### src/inc/boost_cfg_map.svh
/*
 Offsets, reset values and constants of the converter configuration target.
 Assumes inclusion by bare name from the design file.
*/
`ifndef BOOST_CFG_MAP_SVH
`define BOOST_CFG_MAP_SVH
`define TARGET_ADDR      7'h60
`define REG_CFG_A_OFS    8'h00
`define REG_CFG_B_OFS    8'h01
`define CFG_A_RESET      8'h00
`define CFG_B_RESET      8'h00
`define HS_CODE_PREFIX   5'h01
`define BIT_CNT_LAST     4'h8
`endif

### src/inc/boost_cfg_pkg.sv
/*
 Types of the converter configuration target.
 Assumes nothing of its surroundings.
*/
`default_nettype none
package boost_cfg_pkg;
   typedef enum logic [5:0] {
      st_idle = 6'h01,
      st_addr = 6'h02,
      st_ack  = 6'h04,
      st_wrx  = 6'h08,
      st_tx   = 6'h10,
      st_rack = 6'h20
   } tgt_state_t;
endpackage : boost_cfg_pkg
`default_nettype wire

### src/hw/boost_config_i2c_target.sv
/*
 I2C target holding the two converter configuration registers.
 Assumes SCL, SDA and enable arrive asynchronous to sys_clk; SCL well below a
 quarter of sys_clk; the bench resolves the open-drain SDA from sda_oe.
*/
// Overview of operation
// - Answer only seven-bit address 0x60; other addresses get no acknowledge.
// - Direction bit 0 writes, 1 reads; receiver acknowledges by pulling SDA low.
// - High-speed mode survives repeated starts between commands.
// - A stop condition leaves high-speed mode.
// - First write byte selects register, next byte is stored there.
// - Rising edge of enable restores both registers to defaults.
`timescale 1ns/10ps
`default_nettype none
`include "boost_cfg_map.svh"
module boost_config_i2c_target (
   input  wire logic       sys_clk,
   input  wire logic       resetn,
   input  wire logic       scl_in,
   input  wire logic       sda_in,
   input  wire logic       chip_en,
   output logic            sda_out,
   output logic            sda_oe,
   output logic [7:0]      cfg_a,
   output logic [7:0]      cfg_b,
   output logic            hs_mode
);
   import boost_cfg_pkg::*;

   // ****************************************
   // Input synchronisers
   // ****************************************
   logic [1:0] scl_s_q, sda_s_q, en_s_q;
   logic       scl_p_q, sda_p_q, en_p_q;
   always_ff @(posedge sys_clk or negedge resetn) begin
      if (!resetn) begin
         scl_s_q <= 2'h3;
         sda_s_q <= 2'h3;
         en_s_q  <= 2'h0;
         scl_p_q <= 1'b1;
         sda_p_q <= 1'b1;
         en_p_q  <= 1'b0;
      end else begin
         scl_s_q <= {scl_s_q[0], scl_in};
         sda_s_q <= {sda_s_q[0], sda_in};
         en_s_q  <= {en_s_q[0], chip_en};
         scl_p_q <= scl_s_q[1];
         sda_p_q <= sda_s_q[1];
         en_p_q  <= en_s_q[1];
      end
   end
   logic scl, sda, scl_rise, scl_fall, start_det, stop_det, en_rise;
   assign scl       = scl_s_q[1];
   assign sda       = sda_s_q[1];
   assign scl_rise  = scl & ~scl_p_q;
   assign scl_fall  = ~scl & scl_p_q;
   assign start_det = scl & scl_p_q & sda_p_q & ~sda;
   assign stop_det  = scl & scl_p_q & ~sda_p_q & sda;
   assign en_rise   = en_s_q[1] & ~en_p_q;

   // ****************************************
   // Protocol engine
   // ****************************************
   tgt_state_t state_q, state_d;
   logic [7:0] shf_q, shf_d, ptr_q, ptr_d, a_q, a_d, b_q, b_d;
   logic [3:0] cnt_q, cnt_d;
   logic       rd_q, rd_d, ptr_ph_q, ptr_ph_d, ack_q, ack_d;
   logic       oe_q, oe_d, hs_q, hs_d;
   logic [7:0] sel_reg;
   assign sel_reg = (ptr_q == `REG_CFG_B_OFS) ? b_q : a_q;

   always_comb begin
      state_d  = state_q;
      shf_d    = shf_q;
      ptr_d    = ptr_q;
      a_d      = a_q;
      b_d      = b_q;
      cnt_d    = cnt_q;
      rd_d     = rd_q;
      ptr_ph_d = ptr_ph_q;
      ack_d    = ack_q;
      oe_d     = oe_q;
      hs_d     = hs_q;
      if (stop_det) begin
         state_d = st_idle;
         oe_d    = 1'b0;
         hs_d    = 1'b0;
      end else if (start_det) begin
         state_d = st_addr;
         cnt_d   = 4'h0;
         oe_d    = 1'b0;
      end else begin
         case (state_q)
            st_idle: oe_d = 1'b0;
            st_addr, st_wrx: begin
               if (scl_rise) begin
                  shf_d = {shf_q[6:0], sda};
                  cnt_d = cnt_q + 4'h1;
               end
               if (scl_fall && cnt_q == `BIT_CNT_LAST) begin
                  if (state_q == st_addr) begin
                     if (shf_q[7:1] == `TARGET_ADDR) begin
                        ack_d    = 1'b1;
                        rd_d     = shf_q[0];
                        ptr_ph_d = 1'b1;
                     end else begin
                        ack_d = 1'b0;
                        if (shf_q[7:3] == `HS_CODE_PREFIX)
                           hs_d = 1'b1;
                     end
                  end else begin
                     ack_d = 1'b1;
                     if (ptr_ph_q) begin
                        ptr_d    = shf_q;
                        ptr_ph_d = 1'b0;
                     end else if (ptr_q == `REG_CFG_A_OFS) begin
                        a_d = shf_q;
                     end else if (ptr_q == `REG_CFG_B_OFS) begin
                        b_d = shf_q;
                     end
                  end
                  oe_d    = ack_d;
                  state_d = st_ack;
               end
            end
            st_ack: begin
               if (scl_fall) begin
                  cnt_d = 4'h0;
                  if (!ack_q) begin
                     state_d = st_idle;
                     oe_d    = 1'b0;
                  end else if (rd_q) begin
                     shf_d   = {sel_reg[6:0], 1'b0};
                     oe_d    = ~sel_reg[7];
                     cnt_d   = 4'h1;
                     state_d = st_tx;
                  end else begin
                     oe_d    = 1'b0;
                     state_d = st_wrx;
                  end
               end
            end
            st_tx: begin
               if (scl_fall) begin
                  if (cnt_q == `BIT_CNT_LAST) begin
                     oe_d    = 1'b0;
                     state_d = st_rack;
                  end else begin
                     oe_d  = ~shf_q[7];
                     shf_d = {shf_q[6:0], 1'b0};
                     cnt_d = cnt_q + 4'h1;
                  end
               end
            end
            st_rack: begin
               if (scl_rise)
                  ack_d = ~sda;
               if (scl_fall) begin
                  if (ack_q) begin
                     shf_d   = {sel_reg[6:0], 1'b0};
                     oe_d    = ~sel_reg[7];
                     cnt_d   = 4'h1;
                     state_d = st_tx;
                  end else begin
                     state_d = st_idle;
                     oe_d    = 1'b0;
                  end
               end
            end
            default: begin
               state_d = st_idle;
               oe_d    = 1'b0;
            end
         endcase
      end
      // Enable edge wins over a simultaneous write
      if (en_rise) begin
         a_d = `CFG_A_RESET;
         b_d = `CFG_B_RESET;
      end
   end

   always_ff @(posedge sys_clk or negedge resetn) begin
      if (!resetn) begin
         state_q  <= st_idle;
         shf_q    <= 8'h00;
         ptr_q    <= 8'h00;
         a_q      <= `CFG_A_RESET;
         b_q      <= `CFG_B_RESET;
         cnt_q    <= 4'h0;
         rd_q     <= 1'b0;
         ptr_ph_q <= 1'b0;
         ack_q    <= 1'b0;
         oe_q     <= 1'b0;
         hs_q     <= 1'b0;
      end else begin
         state_q  <= state_d;
         shf_q    <= shf_d;
         ptr_q    <= ptr_d;
         a_q      <= a_d;
         b_q      <= b_d;
         cnt_q    <= cnt_d;
         rd_q     <= rd_d;
         ptr_ph_q <= ptr_ph_d;
         ack_q    <= ack_d;
         oe_q     <= oe_d;
         hs_q     <= hs_d;
      end
   end

   // Open drain: data out is always low, only the enable moves
   assign sda_out = 1'b0;
   assign sda_oe  = oe_q;
   assign cfg_a   = a_q;
   assign cfg_b   = b_q;
   assign hs_mode = hs_q;

   // ****************************************
   // Checks
   // ****************************************
   a_stop_hs_off: assert property (@(posedge sys_clk) disable iff (!resetn)
      stop_det |=> !hs_q) else $error("high-speed mode kept after stop");
   a_rstart_hs_keep: assert property (@(posedge sys_clk) disable iff (!resetn)
      (start_det && hs_q && !stop_det) |=> hs_q) else $error("high-speed lost on repeated start");
   a_en_defaults: assert property (@(posedge sys_clk) disable iff (!resetn)
      en_rise |=> (a_q == `CFG_A_RESET && b_q == `CFG_B_RESET)) else $error("defaults not restored");
   a_addr_ack: assert property (@(posedge sys_clk) disable iff (!resetn)
      (state_q == st_addr && scl_fall && cnt_q == `BIT_CNT_LAST && !start_det && !stop_det)
      |=> (oe_q == ($past(shf_q[7:1]) == `TARGET_ADDR))) else $error("address acknowledge wrong");
   a_hs_entry: assert property (@(posedge sys_clk) disable iff (!resetn)
      (state_q == st_addr && scl_fall && cnt_q == `BIT_CNT_LAST && shf_q[7:3] == `HS_CODE_PREFIX
       && !start_det && !stop_det) |=> (hs_q && !oe_q)) else $error("master code not handled");
   a_write_store: assert property (@(posedge sys_clk) disable iff (!resetn)
      (state_q == st_wrx && scl_fall && cnt_q == `BIT_CNT_LAST && !ptr_ph_q && ptr_q == `REG_CFG_A_OFS
       && !start_det && !stop_det && !en_rise) |=> (a_q == $past(shf_q))) else $error("write not stored");
   a_tx_msb: assert property (@(posedge sys_clk) disable iff (!resetn)
      (state_q == st_ack && rd_q && ack_q && scl_fall && !start_det && !stop_det)
      |=> (oe_q == !$past(sel_reg[7]))) else $error("first read bit not msb");
   a_ptr_load: assert property (@(posedge sys_clk) disable iff (!resetn)
      (state_q == st_wrx && scl_fall && cnt_q == `BIT_CNT_LAST && ptr_ph_q && !start_det && !stop_det)
      |=> (ptr_q == $past(shf_q) && !ptr_ph_q)) else $error("pointer not loaded");
   a_idle_release: assert property (@(posedge sys_clk) disable iff (!resetn)
      state_q == st_idle |-> !oe_q) else $error("SDA held while idle");
endmodule : boost_config_i2c_target
`default_nettype wire

### config.mk
export PLATFORM = sky130hd
export DESIGN_NAME = boost_config_i2c_target
export DESIGN_NICKNAME = d
export VERILOG_FILES = /design/src/inc/boost_cfg_pkg.sv /design/src/hw/boost_config_i2c_target.sv
export VERILOG_INCLUDE_DIRS = /design/src /design/src/inc
export SDC_FILE = /design/constraint.sdc
export NUM_CORES = 1
export LEC_CHECK = 0
export BUFFER_PORTS_ARGS = -buffer_cell sky130_fd_sc_hd__buf_2
export CAP_MARGIN = 20
export CORE_MARGIN = 2
export CORE_UTILIZATION = 40
export CTS_CLUSTER_DIAMETER = 150
export CTS_CLUSTER_SIZE = 12
export DETAILED_ROUTE_END_ITERATION = 7
export PLACE_DENSITY_LB_ADDON = 0.2
export SKIP_LAST_GASP = 1
export SLEW_MARGIN = 10
export SYNTH_ARGS = -nofsm -noshare
export SYNTH_HDL_FRONTEND = slang
export SYNTH_SLANG_ARGS = --single-unit
### constraint.sdc
create_clock -name sys_clk -period 6.85 [get_ports sys_clk]
set_input_delay 1.7125 -clock sys_clk [delete_from_list [all_inputs] [get_ports sys_clk]]
set_output_delay 1.7125 -clock sys_clk [all_outputs]
set_load 0.005 [all_outputs]
== Word level (Yosys, flattened, before mapping) ==
Index checks and enable logic that the tools add are counted.
Word-level totals
  register bits: 56
  input bits: 5
  word-level logic and storage cells: 173
  output and inout port bits: 19
Operators by class
  equal/unequal tests: 40
  bitwise gates (word level): 18
  reductions and logical operators: 25
  mux-type cells: 72
  add/subtract/negate cells: 1
Operators with widths (count)
  two-way mux 8 bit: 26
  two-way mux 6 bit: 7
  case mux 8 bit (4 select lines): 1
  case mux 6 bit (5 select lines): 1
  two-way mux 4 bit: 7
  != test 2 bit (second input constant): 14
  two-way mux 1 bit: 24
  AND reduction 6 bit: 4
  != test 3 bit (second input constant): 7
  != test 4 bit (second input constant): 5
  nonzero test 2 bit: 9
  case mux 4 bit (4 select lines): 1
  AND reduction 8 bit: 2
  two-way mux 5 bit: 3
  AND reduction 11 bit: 1
  inverter 1 bit: 10
  AND reduction 5 bit: 2
  bitwise AND 1 bit: 8
  == test 8 x 1 -> 1 bit (second input constant): 1
  zero test 8 bit: 1
  != test 2 x 1 -> 1 bit (second input constant): 4
  == test 7 bit (second input constant): 1
  AND reduction 7 bit: 1
  == test 6 x 1 -> 1 bit (second input constant): 1
  15 further kinds: 15

== Logic depth before layout (Yosys ltp) ==
  depth in word-level cells: 10
  mapped depth: 10
  gate-level depth less buffers: 8

== Worst setup path before layout ==
No wires, ideal clock.
  path kind: flip-flop to flip-flop
  from: register state_q[4]
  to: register shf_q[1]
  data arrival time: 2.180 ns
  stages on the path, launching flop included: 7
  setup slack: 4.545 ns
  period minus slack after synthesis: 2.305 ns
  cell sequence: dfrtp_1 > buf_6 > or4_4 > a21o_1 > and2_4 > nor4b_4 > mux2_2
On the way
  longest elaborated chain between the ends: 4
  elaborated cells on any way between the ends: 17
RTL lines
  from (decl): line boost_config_i2c_target.sv:64  | tgt_state_t state_q, state_d;
  from (signal assigned): line boost_config_i2c_target.sv:185  | state_q <= st_idle;
  from (signal assigned): line boost_config_i2c_target.sv:197  | state_q <= state_d;
  == test 6 x 2 -> 1 bit or == test 6 x 4 -> 1 bit (tied branches): line boost_config_i2c_target.sv:93  | case (state_q)
  OR reduction 2 bit: line boost_config_i2c_target.sv:93
  nonzero test 4 bit (no source line) or != test 2 bit (tied branches)
  AND reduction 11 bit (no source line)
  to (signal assigned): line boost_config_i2c_target.sv:186  | shf_q <= 8'h00;
  to (signal assigned): line boost_config_i2c_target.sv:198  | shf_q <= shf_d;
  to (decl): line boost_config_i2c_target.sv:65  | logic [7:0] shf_q, shf_d, ptr_q, ptr_d, a_q, a_d, b_q, b_d;
Parallel ways exist; a longest one is shown, timed or not.
A chain may end at the register's enable or synchronous reset.

== Worst setup path in the final report ==
  from: register state_q[4]
  to: register shf_q[6]
The elaborated chain is that of the path after synthesis.

==> impl_metrics.ini <==
[drt]
ant_nets = 0
dr.first_iter.drc_count = 138
viasPerCell = 5.376
vias = 2059
drc = 0
first_pass_iters = 4
wirelength_um = 6166
wl_per_cell_um = 16.10

[place]
gp_congestion = 0.8578
pre_cts_ws_ns = 4.171
port_buffers = 22
hpwl_um = 4196

[clock_network]
clockBufferDepth = 2
cts_setup_buffers = 0
root_buffer = clkbuf_8
cts_sinks = 56
clk_latency_ns = 0.31
cts_buffers = 5
htree_num_levels = 2
postCtsHoldBufs = 0
post_cts_resize_count = 0
clkSlewWorstSetupHoldPaths_ns = 0.11
cts_tree = built

[power]
intPower_uw = 444.5
p_total_uw = 617.1
pwr-share-clk = 0.305
switching_share = 0.2796
p_comb_frac = 0.104
power_frac_seq = 0.591
netSwitchingPower_uw = 172.6
power_density_mw_per_mm2 = 199.8
leakagePower_nw = 1.367
vdd.ir_drop.worst_uv = 117.4

[synthesis]
synth-seq-cells = 56
synth_top_area_frac = 0.4357
yosysSeqAreaShare = 0.5011
synth.area.top_cells = dfrtp_1 44%, dfstp_2 6.5%, mux2_2 6.4%
synth_top_cell_by_area = dfrtp_1
synthFlopType = dfrtp_1
syn-num-nets = 277
syn_avg_cell_area_um2 = 10.42
syn-instance-count = 270
synth_edf_count = 0
async_flop_share = 1.000
ys_warn_count = 0
syn_area_mm2 = 0.002814
synth_cell_types = 53

[grt]
grt_remaining_overflow = 0
grt_pass1_vias = 2020
antenna_found_initial = 0
grt_max_degree = 57
grt.total_usage = 0.1801
grt_first_pass_wirelength_um = 10650

[setup_path]
crit_start = state_q[4]
cpLargestDelayFamily = simple AND/OR/NAND/NOR gates
crit_chain = or4_4, a21o_1, and2_4, nor4b_4, mux2_2
path_buf_inv = 0
worstPathArrival_ns = 2.95
endpoint_kind = flip-flop
rr_startpoint = state_q[4]
critPathMaxFanout = 17
path_class = reg -> reg
slowest_delay_ns = 0.65
cpMaxStageDelayCell = or4_4
start_kind = flip-flop
worstPathRequired_ns = 7.06

[timing]
report.final.slew_viol_count = 0
hold_viol = 0
fin_crit_sh = 0.3999
tightest_slew_ns = 0.9587
setup_slack_ns = 4.111
max_clock_freq_mhz = 365.0
setup_viol = 0
relSlewSlack = 0.3585
period_needed_ns = 2.739
rsz0062_at_grt = false
skew_ns = 0.008202
final.setup.tns_ns = 0
hold_slack_ns = 0.3585

[floorplan]
ios = 24
die_h_um = 87.88
dieArea_mm2 = 0.007722
die_x_um = 87.88
rows = 30
core_mm2 = 0.006794
start_util = 0.4142

[cells_and_area]
n_antenna_cell = 0
final.fill_count = 658
synthToLayoutAreaGrowth_pct = 9.738
nets = 293
final_common_cell = dfrtp_1
multi_input_area_mm2 = 0.001292
final_cell_mix = 49 x dfrtp_1, 22 x buf_2, 21 x o21ai_0, 20 x nor2_1
drive_gt1_frac = 0.2195
ff_latch_area_mm2 = 0.001410
fin_util = 0.4545

[hold_path]
worst_hold_path_type = reg -> reg
hold_start = en_s_q[0]

[outcome]
status = complete, no violations

[run]
drv_cap = 0
power by group through the flow:
stage / Combinational, mW / Sequential [mW] / Clock, mW
2_1_floorplan: 0.0494 / 0.363 / 0
3_3_place_gp: 0.0629 / 0.370 / 0
3_5_place_dp: 0.0650 / 0.371 / 0
4_1_cts: 0.0652 / 0.364 / 0.194
5_1_grt: 0.0742 / 0.367 / 0.210
6_report: 0.0644 / 0.364 / 0.188
Yosys cell counts, types with 7 or more instances:
cell type / instances
inv_1: 13
o21ai_0: 21
dfstp_2: 7
a22o_1: 8
nor2_1: 20
nor4_1: 7
mux2i_1: 11
a21oi_1: 9
mux2_2: 16
nand2_1: 16
nand3_1: 12
dfrtp_1: 49
clkbuf_1: 12
registers in the layout, indices dropped and copies added (netlist names):
name and cells:
ack_q 1, cfg_a 8, cfg_b 8, cnt_q 4, en_p_q 1, en_s_q 2
hs_mode 1, ptr_ph_q 1, ptr_q 8, rd_q 1, scl_p_q 1, scl_s_q 2
sda_oe 1, sda_p_q 1, sda_s_q 2, shf_q 8, state_q 6
metal layers:
layer	track usage	share of wire	vias up
met5	0	0	-
met4	0.04755	0.012	0
met3	0.02828	0.031	6
met2	0.2810	0.48	44
met1	0.2625	0.48	1000
li1	-	-	1009
layout make-up:
type / instances / share of cell area
Clock buffer: 5 / 0.02229
Clock inverter: 3 / 0.007293
Inverter: 13 / 0.01580
Multi-Input combinational cell: 186 / 0.4186
Sequential cell: 56 / 0.4566
Tap cell: 96 / 0.03890
Timing Repair Buffer: 24 / 0.04052
through the flow:
| step | area [um^2] | std cells |
|---|---|---|
| 2_1_floorplan | 2814 | 270 |
| 3_5_place_dp | 2997 | 375 |
| 6_report | 3088 | 383 |
| 4_1_cts | 3088 | 383 |
| 5_1_grt | 3088 | 383 |
| 3_3_place_gp | 2997 | 375 |
path summary, 6_finish.rpt:
check / endpoint / cells past startpoint / slack, ns
worst max-delay path: shf_q[6] / 5 / 4.11
worst min-delay path: en_s_q[1] / 0 / 0.36
worst max register to register: shf_q[6] / 5 / 4.11
worst min register to register: en_s_q[1] / 0 / 0.36
max in group asynchronous: cnt_q[1] / 2 / 4.87
min in group asynchronous: state_q[4] / 2 / 1.50
kinds of logic (layout without fill, tap and decap cells):
kind of cell,Yosys count,count (layout),share of synthesized area
simple gates,92,92,0.1885
compound gates,59,59,0.1396
flops,56,56,0.5011
buf+inv,28,45,0.04180
mux,27,27,0.1032
xor+xnor,5,5,0.01556
fa+ha+maj,2,2,0.008891
other cells,1,1,0.001333
No activity file was read; power rests on OpenSTA's default activity.
